[src/hdl/mivp_pkg.sv]
// constants, tables and carrier types for the maskable interrupt controller
package mivp_pkg;

  // ----------------------------------------------------------------
  // sizes
  // ----------------------------------------------------------------
  localparam int MIVP_NSRC = 18;
  localparam int MIVP_NPIN = 4;
  localparam int MIVP_VEC_BYTES = 4;
  localparam int MIVP_VTAB_BYTES = 256;

  // ----------------------------------------------------------------
  // register offsets and fields
  // ----------------------------------------------------------------
  localparam logic [7:0] MIVP_OFF_VBASE0 = 8'h60;
  localparam logic [7:0] MIVP_OFF_VBASE1 = 8'h61;
  localparam logic [7:0] MIVP_OFF_VBASE2 = 8'h62;
  localparam logic [7:0] MIVP_OFF_PINEN = 8'h63;
  localparam int MIVP_LVL_MSB = 2;
  localparam int MIVP_IR_BIT = 3;
  localparam int MIVP_POL_BIT = 4;
  localparam int MIVP_BOTH_LSB = 4;
  localparam logic [2:0] MIVP_LVL_RST = 3'h0;
  localparam logic [19:0] MIVP_VBASE_RST = 20'h00000;
  localparam logic [7:0] MIVP_PINEN_RST = 8'h00;

  // ----------------------------------------------------------------
  // per-source tables, index order is ascending interrupt number
  // ----------------------------------------------------------------

  localparam logic [5:0] MIVP_SRC_NUM [0:MIVP_NSRC-1] = '{
    6'h01, 6'h02, 6'h0a, 6'h0b, 6'h0c, 6'h0d, 6'h10, 6'h11, 6'h12,
    6'h15, 6'h16, 6'h18, 6'h19, 6'h1b, 6'h1c, 6'h1d, 6'h1e, 6'h1f};
  localparam logic [7:0] MIVP_SRC_OFF [0:MIVP_NSRC-1] = '{
    8'h40, 8'h41, 8'h42, 8'h43, 8'h44, 8'h45, 8'h46, 8'h47, 8'h48,
    8'h55, 8'h49, 8'h4a, 8'h59, 8'h4b, 8'h4c, 8'h5d, 8'h5e, 8'h4d};
  // {is_pin, pin index}; pin index 0..3 stands for pins 0, 1, 2 and 4
  localparam logic [2:0] MIVP_SRC_PIN [0:MIVP_NSRC-1] = '{
    3'h0, 3'h0, 3'h0, 3'h0, 3'h0, 3'h0, 3'h0, 3'h0, 3'h0,
    3'h6, 3'h0, 3'h0, 3'h5, 3'h0, 3'h0, 3'h4, 3'h7, 3'h0};

  // ----------------------------------------------------------------
  // carriers
  // ----------------------------------------------------------------
  typedef struct packed {
    logic [7:0] addr;
    logic [7:0] wdata;
    logic wr;
    logic rd;
  } mivp_bus_t;

  typedef struct packed {
    logic req;
    logic [5:0] num;
    logic [2:0] level;
    logic [19:0] vector;
  } mivp_irq_t;

  typedef struct packed {
    logic valid;
    logic [19:0] vector;
  } mivp_swv_t;

  // offset stays inside the 256-byte table, added to the base
  function automatic logic [19:0] mivp_vec_addr(input logic [19:0] base, input logic [5:0] num);
    logic [7:0] off;
    off = 8'(num) * 8'(MIVP_VEC_BYTES);
    return base + {12'h000, off};
  endfunction : mivp_vec_addr

endpackage : mivp_pkg

[src/hdl/mivp_pin_edge.sv]
// pin synchronisers and edge selection for the external interrupt pins
`timescale 1ns/1ns
module mivp_pin_edge (
  input wire logic clk,
  input wire logic reset,
  input wire logic [3:0] pin_in,
  input wire logic [3:0] edge_polarity_sel,
  input wire logic [3:0] both,
  input wire logic [3:0] en,
  output logic [3:0] pulse
);

  logic [3:0] sync1_reg;
  logic [3:0] sync2_reg;
  logic [3:0] last_lvl_reg;
  logic [3:0] last_sel_reg;
  logic [3:0] sel;

  // ----------------------------------------------------------------
  // per-pin edge logic
  // ----------------------------------------------------------------
  genvar p;
  generate
    for (p = 0; p < 4; p++)
    begin : g_pin
      // rising edge of the polarity-adjusted level; a polarity rewrite
      // flips sel and may raise one spurious request, which is accepted
      assign sel[p] = sync2_reg[p] ^ ~edge_polarity_sel[p];
      assign pulse[p] = en[p] & (both[p] ? (sync2_reg[p] ^ last_lvl_reg[p]) : (sel[p] & ~last_sel_reg[p]));

      always_ff @(posedge clk)
      begin
        if (reset)
        begin
          sync1_reg[p] <= 1'b0;
          sync2_reg[p] <= 1'b0;
          last_lvl_reg[p] <= 1'b0;
          last_sel_reg[p] <= 1'b0;
        end
        else
        begin
          sync1_reg[p] <= pin_in[p];
          sync2_reg[p] <= sync1_reg[p];
          last_lvl_reg[p] <= sync2_reg[p];
          last_sel_reg[p] <= sel[p];
        end
      end

    end
  endgenerate
endmodule : mivp_pin_edge

[src/hdl/mivp_irq_ctrl.sv]
// maskable interrupt controller: control registers, acceptance, priority, vectors
`timescale 1ns/1ns

// Behaviour
// vector table spans 256 bytes from base
// vector offsets add to base register
// number n vector at offset 4n
// timer e, serial2, keypad numbers 10-13
// serial0 17,18; compare b 16; timer a 22
// pins 29,30,21,25; timers, compares, capture mapped
// numbers 32-63 software only; reserved unmapped
// break and software ignore global enable
// masking logic covers maskable sources only
// level b2-b0, request b3, polarity b4
// polarity 0 falling, 1 rising edge
// software keeps polarity 0 in both-edge mode
// polarity rewrite may set request flag
// software rewrites control only while quiet
// global enable 0 blocks all maskable
// request sets flag, acknowledge clears it
// writing 0 clears flag, 1 ignored
// accept when enabled, requested, level above priority
// enable, flags, levels, priority kept independent
// level 0 disables, 7 highest
// processor priority 7 blocks all
// equal levels resolved to one winner
// lower number wins ties; report number, level
module mivp_irq_ctrl (
  input wire logic clk,
  input wire logic reset,
  input mivp_pkg::mivp_bus_t bus,
  output logic [7:0] rd_data,
  input wire logic [17:0] periph_req,
  input wire logic [3:0] pin_in,
  input wire logic cpu_i_flag,
  input wire logic [2:0] cpu_ipl,
  input wire logic cpu_ack,
  input wire logic sw_int,
  input wire logic [5:0] sw_num,
  output mivp_pkg::mivp_irq_t irq_o,
  output mivp_pkg::mivp_swv_t sw_vec_o
);

  localparam int NSRC = mivp_pkg::MIVP_NSRC;

  // ----------------------------------------------------------------
  // state
  // ----------------------------------------------------------------
  logic [2:0] lvl_reg [NSRC];
  logic [2:0] lvl_next [NSRC];
  logic [NSRC-1:0] ir_reg;
  logic [NSRC-1:0] ir_next;
  logic [NSRC-1:0] pol_reg;
  logic [NSRC-1:0] pol_next;
  logic [19:0] vbase_reg;
  logic [7:0] pinen_reg;
  logic [7:0] rd_data_reg;

  logic irq_req_reg;
  logic [4:0] irq_idx_reg;
  logic [5:0] irq_num_reg;
  logic [2:0] irq_lvl_reg;
  logic [19:0] irq_vec_reg;
  logic sw_valid_reg;
  logic [19:0] sw_vec_reg;

  // ----------------------------------------------------------------
  // decode
  // ----------------------------------------------------------------
  logic [NSRC-1:0] wr_sel;
  logic [NSRC-1:0] rd_sel;
  logic [NSRC-1:0] src_set;
  logic [NSRC-1:0] ack_clr;
  logic [NSRC-1:0] eligible;
  logic [7:0] src_byte [NSRC];
  logic [3:0] pin_pol;
  logic [3:0] pin_pulse;
  logic wr_vb0;
  logic wr_vb1;
  logic wr_vb2;
  logic wr_pinen;
  logic irq_taken;
  logic [7:0] rd_mux;

  assign wr_vb0 = bus.wr && (bus.addr == mivp_pkg::MIVP_OFF_VBASE0);
  assign wr_vb1 = bus.wr && (bus.addr == mivp_pkg::MIVP_OFF_VBASE1);
  assign wr_vb2 = bus.wr && (bus.addr == mivp_pkg::MIVP_OFF_VBASE2);
  assign wr_pinen = bus.wr && (bus.addr == mivp_pkg::MIVP_OFF_PINEN);
  assign irq_taken = cpu_ack && irq_req_reg;

  // ----------------------------------------------------------------
  // pin edge detection
  // ----------------------------------------------------------------
  mivp_pin_edge u_mivp_pin_edge (
    .clk(clk),
    .reset(reset),
    .pin_in(pin_in),
    .edge_polarity_sel(pin_pol),
    .both(pinen_reg[7:mivp_pkg::MIVP_BOTH_LSB]),
    .en(pinen_reg[mivp_pkg::MIVP_BOTH_LSB-1:0]),
    .pulse(pin_pulse)
  );

  // ----------------------------------------------------------------
  // per-source control registers
  // ----------------------------------------------------------------
  genvar i;
  generate
    for (i = 0; i < NSRC; i++)
    begin : g_src
      localparam logic [2:0] PIN = mivp_pkg::MIVP_SRC_PIN[i];

      assign wr_sel[i] = bus.wr && (bus.addr == mivp_pkg::MIVP_SRC_OFF[i]);
      assign rd_sel[i] = bus.rd && (bus.addr == mivp_pkg::MIVP_SRC_OFF[i]);
      assign ack_clr[i] = irq_taken && (irq_idx_reg == 5'(i));

      if (PIN[2])
      begin : g_pin
        assign src_set[i] = pin_pulse[PIN[1:0]];
        assign pin_pol[PIN[1:0]] = pol_reg[i];
        assign pol_next[i] = wr_sel[i] ? bus.wdata[mivp_pkg::MIVP_POL_BIT] : pol_reg[i];
      end
      else
      begin : g_per
        assign src_set[i] = periph_req[i];
        assign pol_next[i] = 1'b0;
      end

      // set wins over a software clear and over an acknowledge
      assign ir_next[i] = src_set[i] |
                          (ir_reg[i] & ~(wr_sel[i] & ~bus.wdata[mivp_pkg::MIVP_IR_BIT]) & ~ack_clr[i]);
      assign lvl_next[i] = wr_sel[i] ? bus.wdata[mivp_pkg::MIVP_LVL_MSB:0] : lvl_reg[i];
      // level 0 never exceeds any priority, level 7 never passes priority 7
      assign eligible[i] = cpu_i_flag && ir_next[i] && (lvl_next[i] > cpu_ipl);
      assign src_byte[i] = {3'h0, pol_reg[i], ir_reg[i], lvl_reg[i]};

      always_ff @(posedge clk)
      begin
        if (reset)
        begin
          lvl_reg[i] <= mivp_pkg::MIVP_LVL_RST;
          ir_reg[i] <= 1'b0;
          pol_reg[i] <= 1'b0;
        end
        else
        begin
          lvl_reg[i] <= lvl_next[i];
          ir_reg[i] <= ir_next[i];
          pol_reg[i] <= pol_next[i];
        end
      end

    end
  endgenerate

  // ----------------------------------------------------------------
  // priority resolution
  // ----------------------------------------------------------------
  logic win_found;
  logic [4:0] win_idx;
  logic [2:0] win_lvl;

  // scanning downward with >= lets the lower number take an equal level
  always_comb
  begin
    win_found = 1'b0;
    win_idx = 5'h00;
    win_lvl = 3'h0;
    for (int k = NSRC - 1; k >= 0; k--)
    begin
      if (eligible[k] && (lvl_next[k] >= win_lvl))
      begin
        win_found = 1'b1;
        win_idx = 5'(k);
        win_lvl = lvl_next[k];
      end
    end
  end

  // selection works on next-state flags so an acknowledged source
  // never shows for a second cycle after its flag is cleared
  always_ff @(posedge clk)
  begin
    if (reset)
    begin
      irq_req_reg <= 1'b0;
      irq_idx_reg <= 5'h00;
      irq_num_reg <= 6'h00;
      irq_lvl_reg <= 3'h0;
      irq_vec_reg <= mivp_pkg::MIVP_VBASE_RST;
    end
    else
    begin
      irq_req_reg <= win_found;
      irq_idx_reg <= win_idx;
      irq_num_reg <= mivp_pkg::MIVP_SRC_NUM[win_idx];
      irq_lvl_reg <= win_lvl;
      irq_vec_reg <= mivp_pkg::mivp_vec_addr(vbase_reg, mivp_pkg::MIVP_SRC_NUM[win_idx]);
    end
  end

  // ----------------------------------------------------------------
  // software and break vectors
  // ----------------------------------------------------------------
  // instruction interrupts bypass enable, flags and priority entirely
  always_ff @(posedge clk)
  begin
    if (reset)
    begin
      sw_valid_reg <= 1'b0;
      sw_vec_reg <= mivp_pkg::MIVP_VBASE_RST;
    end
    else
    begin
      sw_valid_reg <= sw_int;
      // vector held between instructions so the core may fetch it late
      if (sw_int)
        sw_vec_reg <= mivp_pkg::mivp_vec_addr(vbase_reg, sw_num);
    end
  end

  // ----------------------------------------------------------------
  // base, pin configuration and read port
  // ----------------------------------------------------------------
  always_ff @(posedge clk)
  begin
    if (reset)
    begin
      vbase_reg <= mivp_pkg::MIVP_VBASE_RST;
      pinen_reg <= mivp_pkg::MIVP_PINEN_RST;
    end
    else
    begin
      if (wr_vb0)
        vbase_reg[7:0] <= bus.wdata;
      if (wr_vb1)
        vbase_reg[15:8] <= bus.wdata;
      if (wr_vb2)
        vbase_reg[19:16] <= bus.wdata[3:0];
      if (wr_pinen)
        pinen_reg <= bus.wdata;
    end
  end

  always_comb
  begin
    rd_mux = 8'h00;
    for (int k = 0; k < NSRC; k++)
    begin
      if (rd_sel[k])
        rd_mux = src_byte[k];
    end
    if (bus.rd && (bus.addr == mivp_pkg::MIVP_OFF_VBASE0))
      rd_mux = vbase_reg[7:0];
    if (bus.rd && (bus.addr == mivp_pkg::MIVP_OFF_VBASE1))
      rd_mux = vbase_reg[15:8];
    if (bus.rd && (bus.addr == mivp_pkg::MIVP_OFF_VBASE2))
      rd_mux = {4'h0, vbase_reg[19:16]};
    if (bus.rd && (bus.addr == mivp_pkg::MIVP_OFF_PINEN))
      rd_mux = pinen_reg;
  end

  // unmapped reads and idle cycles return zero
  always_ff @(posedge clk)
  begin
    if (reset)
      rd_data_reg <= 8'h00;
    else
      rd_data_reg <= bus.rd ? rd_mux : 8'h00;
  end

  assign rd_data = rd_data_reg;
  assign irq_o = '{req: irq_req_reg, num: irq_num_reg, level: irq_lvl_reg, vector: irq_vec_reg};
  assign sw_vec_o = '{valid: sw_valid_reg, vector: sw_vec_reg};
endmodule : mivp_irq_ctrl

[config.mk]
export PLATFORM = sky130hd
export DESIGN_NAME = mivp_irq_ctrl
export DESIGN_NICKNAME = d
export VERILOG_FILES = /design/src/hdl/mivp_pkg.sv /design/src/hdl/mivp_pin_edge.sv /design/src/hdl/mivp_irq_ctrl.sv
export SDC_FILE = /design/constraint.sdc
export NUM_CORES = 1
export LEC_CHECK = 0
export ABC_AREA = 0
export BUFFER_PORTS_ARGS = -buffer_cell sky130_fd_sc_hd__clkbuf_2
export CAP_MARGIN = 20
export CORE_ASPECT_RATIO = 1.5
export CORE_MARGIN = 2
export CORE_UTILIZATION = 45
export CTS_CLUSTER_DIAMETER = 200
export CTS_CLUSTER_SIZE = 30
export DETAILED_ROUTE_END_ITERATION = 8
export HOLD_SLACK_MARGIN = 0.06
export SKIP_LAST_GASP = 1
export SYNTH_ARGS = -nofsm -noshare
export SYNTH_HDL_FRONTEND = slang
export SYNTH_HIERARCHICAL = 1
export SYNTH_SLANG_ARGS = --single-unit
[constraint.sdc]
create_clock -name clk -period 34.8 [get_ports clk]
set_input_delay 1.74 -clock clk [delete_from_list [all_inputs] [get_ports clk]]
set_output_delay 1.74 -clock clk [all_outputs]
set_load 0.005 [all_outputs]
==> metrics.md, run 1 <==
| Metric | Value |
|---|---|
| CTS clk-pin slew, worst paths | `70 ps` |
| FF+latch count, synth | `183` |
| Post-CTS sizing | `0` |
| Fraction of layout cells with a size suffix above 1 | `0.139` |
| Die Ht | `a little over 200 um` |
| Diodes inserted | `0` |
| WL/cell | `just under 20 um` |
| Final period demand of the worst path | `about 32,000 ps` |
| Power Density | `around 34 mW/mm^2` |
| Ys flop type | `dfxtp_1` |
| Worst flop-to-flop path startpoint | `lvl_reg[17][1]` |
| Unrepaired setup endpoints after global routing | `false` |
| Area contributors post-synth | `dfxtp_1 30%, ha_1 11%, nor2_1 5.4%, mux2i_1 5.3%, a21oi_1 3.5%` |
| Slowest stage delay, CP | `690 ps` |
| Post-detail-place hpwl | `29,600 um` |
| CTS buffer count | `17` |
| Critical path depth in cells | `144` |
| Crit Path Class | `input port to flop` |
| First-pass GRT wire length | `between 50,000 and 60,000 um` |
| Critical R2R Capture | `irq_vec_reg[18]` |
| CP most frequent cell | `ha_1` |
| WP data required | `roughly 35,000 ps` |
| Area of the multi-input gates | `0.00809 sq mm` |
| Synthesized net count | `1,655` |
| Post-route DRC violation count | `0` |
| Global-route total usage across every layer | `0.266` |
| Distinct cells, synth | `110` |
| Clock Sink Count | `183` |
| Max Clk Rate | `slightly above 30 MHz` |
| CP max stage cell | `a221oi_1` |
| Synth area leader | `dfxtp_1` |
| Via count | `11,520` |
| Sequential cell area | `0.00366 sq mm` |
| Hold_buf cts | `0` |
| Fin Setup TNS | `0 ps` |
| R2R Setup Slk | `roughly 4600 ps` |
| Crit-path max FO | `22` |
| Syn-to-layout area delta | `11.3%` |
| Detailed Routing Iterations Pass 1 | `7` |
| Gpl congestion | `~0.89` |
| Slew @ Worst Pin | `between 900 and 1000 ps` |
| Fillers | `approximately 2,700` |
| MaxCap Viol Count | `0` |
| Antenna-violating nets left | `0` |
| Post-CTS setup buffer count | `0` |
| VDD IR max | `47.9 uV` |
| Post-Syn Area | `0.0123 sq mm` |
| Number of hold violations in the final report | `0` |
| Slew HR | `0.346` |
| Clk_skew | `between 8 and 9 ps` |
| Core footprint | `~0.027 sq mm` |
| Max clock buf depth | `2` |
| Maximum number of pins on one net before global-route repair | `92` |
| Vias per cell | `6.01` |
| CTS tree | `done` |
| Asr flop ratio synth | `0` |
| CP delay by family, top | `compound AO/OA/AOI/OAI gates` |
| Sequential fraction of the synthesis area | `0.298` |
| EDFF count, synth | `0` |
| Number of cells on the worst reg-to-reg path | `141` |
| Non-Filler Instances | `1,916` |
| Hold endpoint | `u_mivp_pin_edge/sync2_reg[0]` |
| Inst Count DP | `1,884` |
| GRT overflow | `0` |
| Crit. End Element | `flop` |
| Ys Warns | `6` |
| H-Tree Depth | `4` |
| Die ar. | `between 0.02 and 0.03 sq mm` |
| Vias in the first global route | `11,073` |
| Worst-Skew Late Latency | `around 460 ps` |
| Slew Viols, Final | `0` |
| Die width | `~140 um` |
| Final setup viols | `0` |
| Cell count after synthesis | `1,490` |
| WL final | `38,100 um` |
| Hold depth | `1` |
| Io pins | `113` |
| Fin crit share | `0.929` |
| Initial antenna violation count | `1` |
| Root Buffer | `clkbuf_16` |
| CP bufs+invs | `12` |
| Crit path launch type | `input port` |
| Nets | `1,726` |
| Rows | `between 70 and 80` |
| Static Leak | `6.12 nW` |
| Largest register FFs | `between 50 and 60` |
| Hold Path Class | `flop to flop` |
| Outcome | `finished, final reports clean` |
| Top cell type's share of synthesized area | `0.298` |
| Iteration-0 DRC Markers | `869` |
| Worst Path Arrival | `around 33,000 ps` |
| Worst hold path startpoint | `u_mivp_pin_edge/sync1_reg[0]` |
| Initial Util | `0.455` |
| Post-synthesis area per instance | `roughly 8.3 sq um` |
| Port bufs | `107` |
==> how the worst max path moves through the flow <==
stage                  from              end  slack (ps)
global route         bus[1]  irq_vec_reg[18]          30
detailed placement   bus[1]  irq_vec_reg[18]        2230
global placement     bus[1]  irq_vec_reg[18]        2760
finish               bus[1]  irq_vec_reg[18]        2460
CTS                  bus[1]  irq_vec_reg[18]        2650
floorplan           bus[15]  irq_vec_reg[18]        6390
==> cell type report <==
type	count	area share
repair buffers	124	0.0489
multi-input cells	1163	0.590
inverters	72	0.0197
clock inverters	15	0.0116
flip-flops and latches	183	0.267
clock buffers	17	0.0311
well taps	342	0.0312
==> layer usage <==
layer | up-vias | share of wire | global-route usage
met5 | - | 0.00029 | 0
met4 | 2 | 0.045 | 0.123
met3 | 97 | 0.043 | 0.0348
met2 | 340 | 0.52 | 0.499
met1 | 5544 | 0.40 | 0.298
li1 | 5537 | - | -
==> worst register-to-register path, delay by kind of cell, from the launching register on <==
kind	cells	cell delay, ps
mux	5	1820
buf+inv	11	1230
fa+ha+maj	20	5210
compound gates	58	13430
xor+xnor	1	150
flops	1	310
simple gates	46	7850
==> per-stage QoR <==
stage	hold slack [ps]	setup slack (ps)	instance area [sq um]	power, W	util
finish	432	2460	13700	0.000472	0.507
global route	448	34.3	13700	0.000491	0.507
CTS	435	2650	13700	0.000476	0.507
detailed placement	419	2230	13100	0.000282	0.485
global placement	415	2760	13100	0.000281	0.485
floorplan	411	6390	12300	0.000261	-
==> kinds of logic after synthesis <==
family | synth area share
simple gates | 0.248
compound gates | 0.203
flops | 0.298
buf+inv | 0.0462
fa+ha+maj | 0.116
mux | 0.0680
xor+xnor | 0.0213
other cells | 0.000305
==> cell usage after synthesis, types with 8 or more instances <==
library cell  count
a211o_1          10
a211oi_1         26
a21o_1           20
a21oi_1          85
a221oi_1          8
a22oi_1          23
a31o_2            8
a31oi_1          16
and2b_1           8
and3_1           14
clkbuf_1         59
dfxtp_1         183
ha_1            109
inv_1            71
mux2_2           13
mux2i_1          65
nand2_1          95
nand2b_1         26
nand3_1          82
nand3b_1          9
nand4_1          15
nor2_1          178
nor2b_1          64
nor3_1           22
o211ai_1         10
o21a_1           14
o21ai_0          38
or3_1            20
xnor2_1          12
xor2_1           18
==> layout by cell type, fill, tap and decap left out, types with 38 or more instances in the layout <==
cell      count
mux2i_1      65
o21ai_0      38
dfxtp_1     183
inv_1        71
nor2b_1      64
nand3_1      82
ha_1        109
a21oi_1      85
nor2_1      178
nand2_1      95
clkbuf_2    106
==> power by group <==
| group | switching, W | internal, W | total (W) |
|---|---|---|---|
| Sequential | 0.00000338 | 0.000215 | 0.000218 |
| Combinational | 0.0000366 | 0.0000227 | 0.0000593 |
| Clock | 0.0000930 | 0.000102 | 0.000195 |
| Total | 0.000133 | 0.000339 | 0.000472 |
Power figures use the tool's default switching activity.
==> run 2, diff against run 1 <==
RECOVER_POWER = 25   (was default)
==> metrics.md, run 2 (synthesis gave the netlist of run 1 again) <==
| Metric | Value |
|---|---|
| Clock Sink Count | `183 (unchanged)` |
| Die width | `139 um (unchanged)` |
| Diodes inserted | `0 (unchanged)` |
| Number of cells on the worst reg-to-reg path | `141 (unchanged)` |
| Post-CTS setup buffer count | `0 (unchanged)` |
| Post-CTS sizing | `0 (unchanged)` |
| Die Ht | `207 um (unchanged)` |
| Largest register FFs | `54 (unchanged)` |
| Slew HR | `-1.71 (-2.06)` |
| Clk_skew | `7.85 ps (-0.645 ps)` |
| CTS tree | `done` |
| CP most frequent cell | `ha_1` |
| Fraction of layout cells with a size suffix above 1 | `0.121 (-0.0178)` |
| Inst Count DP | `1,884 (unchanged)` |
| Hold endpoint | `u_mivp_pin_edge/sync2_reg[3]` |
| Power Density | `34.5 mW/mm^2 (about the same)` |
| First-pass GRT wire length | `60,000 um (unchanged)` |
| Final period demand of the worst path | `32,330 ps (-3.83 ps)` |
| Vias per cell | `6.00 (-0.23%)` |
| MaxCap Viol Count | `1 (+1)` |
| CP max stage cell | `or4_1` |
| Worst Path Arrival | `32,640 ps (about the same)` |
| WL/cell | `19.9 um (about the same)` |
| Most frequent cells in the layout | `183 x dfxtp_1, 178 x nor2_1, 109 x ha_1, 95 x nand2_1, 85 x a21oi_1` |
| Iteration-0 DRC Markers | `740 (-15%)` |
| Total power | `0.000471 W (-0.21%)` |
| Global-route total usage across every layer | `0.266 (unchanged)` |
| Crit path launch type | `input port` |
| Vias in the first global route | `11,073 (unchanged)` |
| CTS buffer count | `17 (unchanged)` |
| Fin crit share | `0.929 (about the same)` |
| Die ar. | `0.0287 sq mm (unchanged)` |
| Antenna-violating nets left | `0 (unchanged)` |
| Syn-to-layout area delta | `10.9%` |
| Detailed Routing Iterations Pass 1 | `8 (+1)` |
| Fillers | `2,682 (+0.19%)` |
| Outcome | `complete, but fails checks` |
| Crit. End Element | `flop` |
| Initial antenna violation count | `1 (unchanged)` |
| Final setup viols | `0 (unchanged)` |
| GRT overflow | `0 (unchanged)` |
| Non-Filler Instances | `1,916 (unchanged)` |
| WP data required | `35,110 ps (about the same)` |
| Crit-path max FO | `22 (unchanged)` |
| H-Tree Depth | `4 (unchanged)` |
| Fin Setup TNS | `0 ps (unchanged)` |
| Area of the multi-input gates | `0.00809 sq mm (unchanged)` |
| Slew @ Worst Pin | `4070 ps (+3090 ps)` |
| Core footprint | `0.0270 sq mm (unchanged)` |
| R2R Setup Slk | `4610 ps (+20 ps)` |
| Rows | `74 (unchanged)` |
| Unrepaired setup endpoints after global routing | `false` |
| Post-route DRC violation count | `0 (unchanged)` |
| Gpl congestion | `0.891 (unchanged)` |
| Placed inst area | `0.0131 sq mm (unchanged)` |
| VDD IR max | `48.4 uV (+0.96%)` |
| Hold Path Class | `flop to flop` |
| CTS clk-pin slew, worst paths | `70 ps (about the same)` |
| Critical R2R Capture | `irq_vec_reg[18]` |
| Sequential cell area | `0.00366 sq mm (unchanged)` |
| Hold depth | `1 (unchanged)` |
| Post-detail-place hpwl | `29,600 um (unchanged)` |
| Worst-Skew Late Latency | `450 ps (about the same)` |
| Static Leak | `6.02 nW (-1.6%)` |
| Number of hold violations in the final report | `0 (unchanged)` |
| Port bufs | `107 (unchanged)` |
| Max Clk Rate | `30.9 MHz (about the same)` |
| Slew Viols, Final | `92 (+92)` |
| Worst hold path startpoint | `u_mivp_pin_edge/sync1_reg[3]` |
| Crit Path Class | `input port to flop` |
| WL final | `38,100 um (about the same)` |
| Max clock buf depth | `2 (unchanged)` |
| Hold_buf cts | `0 (unchanged)` |
| Util after Layout | `0.505 (-0.00153)` |
| Failing checks | `capacitance limit, slew limit` |
| Via count | `11,493 (-0.23%)` |
| Commonest non-fill, non-tap cell in the layout | `dfxtp_1` |
| Maximum number of pins on one net before global-route repair | `92 (unchanged)` |
| Worst flop-to-flop path startpoint | `lvl_reg[17][1]` |
| Io pins | `113 (unchanged)` |
| Root Buffer | `clkbuf_16` |
| Nets | `1,726 (unchanged)` |
| Slowest stage delay, CP | `680 ps (about the same)` |
| Fin area | `0.0137 sq mm (-0.30%)` |
| Initial Util | `0.455 (unchanged)` |
-- run 2: worst max-delay path, delay by kind of cell --
kind | cells | cell delay [ps]
xor+xnor | 1 | 150
fa+ha+maj | 20 | 5200
mux | 5 | 1910
compound gates | 59 | 13520
simple gates | 47 | 8400
buf+inv | 12 | 1630
-- run 2: final cells by class --
class / instances / area share
clock buffer: 17 / 0.0311
clock inverter: 15 / 0.0116
sequential: 183 / 0.268
inverter: 72 / 0.0198
tap: 342 / 0.0313
timing repair buffer: 124 / 0.0460
multi-input combinational: 1163 / 0.592
-- run 2: report_power, final --
group | leakage (nW) | internal [W] | total [W] | switching, W
Combinational | 4.24 | 0.0000223 | 0.0000589 | 0.0000366
Clock | 0.288 | 0.000102 | 0.000194 | 0.0000924
Sequential | 1.49 | 0.000215 | 0.000218 | 0.00000337
Total | 6.02 | 0.000339 | 0.000471 | 0.000132
-- run 2: how the worst max path moves through the flow --
stage          depth (start not counted)  slack [ps]     from              end
6_report                             144        2470   bus[1]  irq_vec_reg[18]
5_1_grt                              144          30   bus[1]  irq_vec_reg[18]
4_1_cts                              144        2650   bus[1]  irq_vec_reg[18]
3_5_place_dp                         144        2230   bus[1]  irq_vec_reg[18]
3_3_place_gp                         144        2760   bus[1]  irq_vec_reg[18]
2_1_floorplan                        146        6390  bus[15]  irq_vec_reg[18]
-- run 2: stage by stage --
stage,hold slack (ps),setup slack (ps)
after detailed placement,419,2230
after floorplan,411,6390
final,432,2470
after global placement,415,2760
after global routing,448,34.7
after CTS,435,2650
-- run 2: metal layers --
layer | global-route usage | vias to the layer above | wire length [um]
met5 | 0 | - | 11
met4 | 0.123 | 2 | 1740
met3 | 0.0348 | 94 | 1740
met2 | 0.499 | 354 | 19600
met1 | 0.298 | 5500 | 15000
li1 | - | 5543 | -
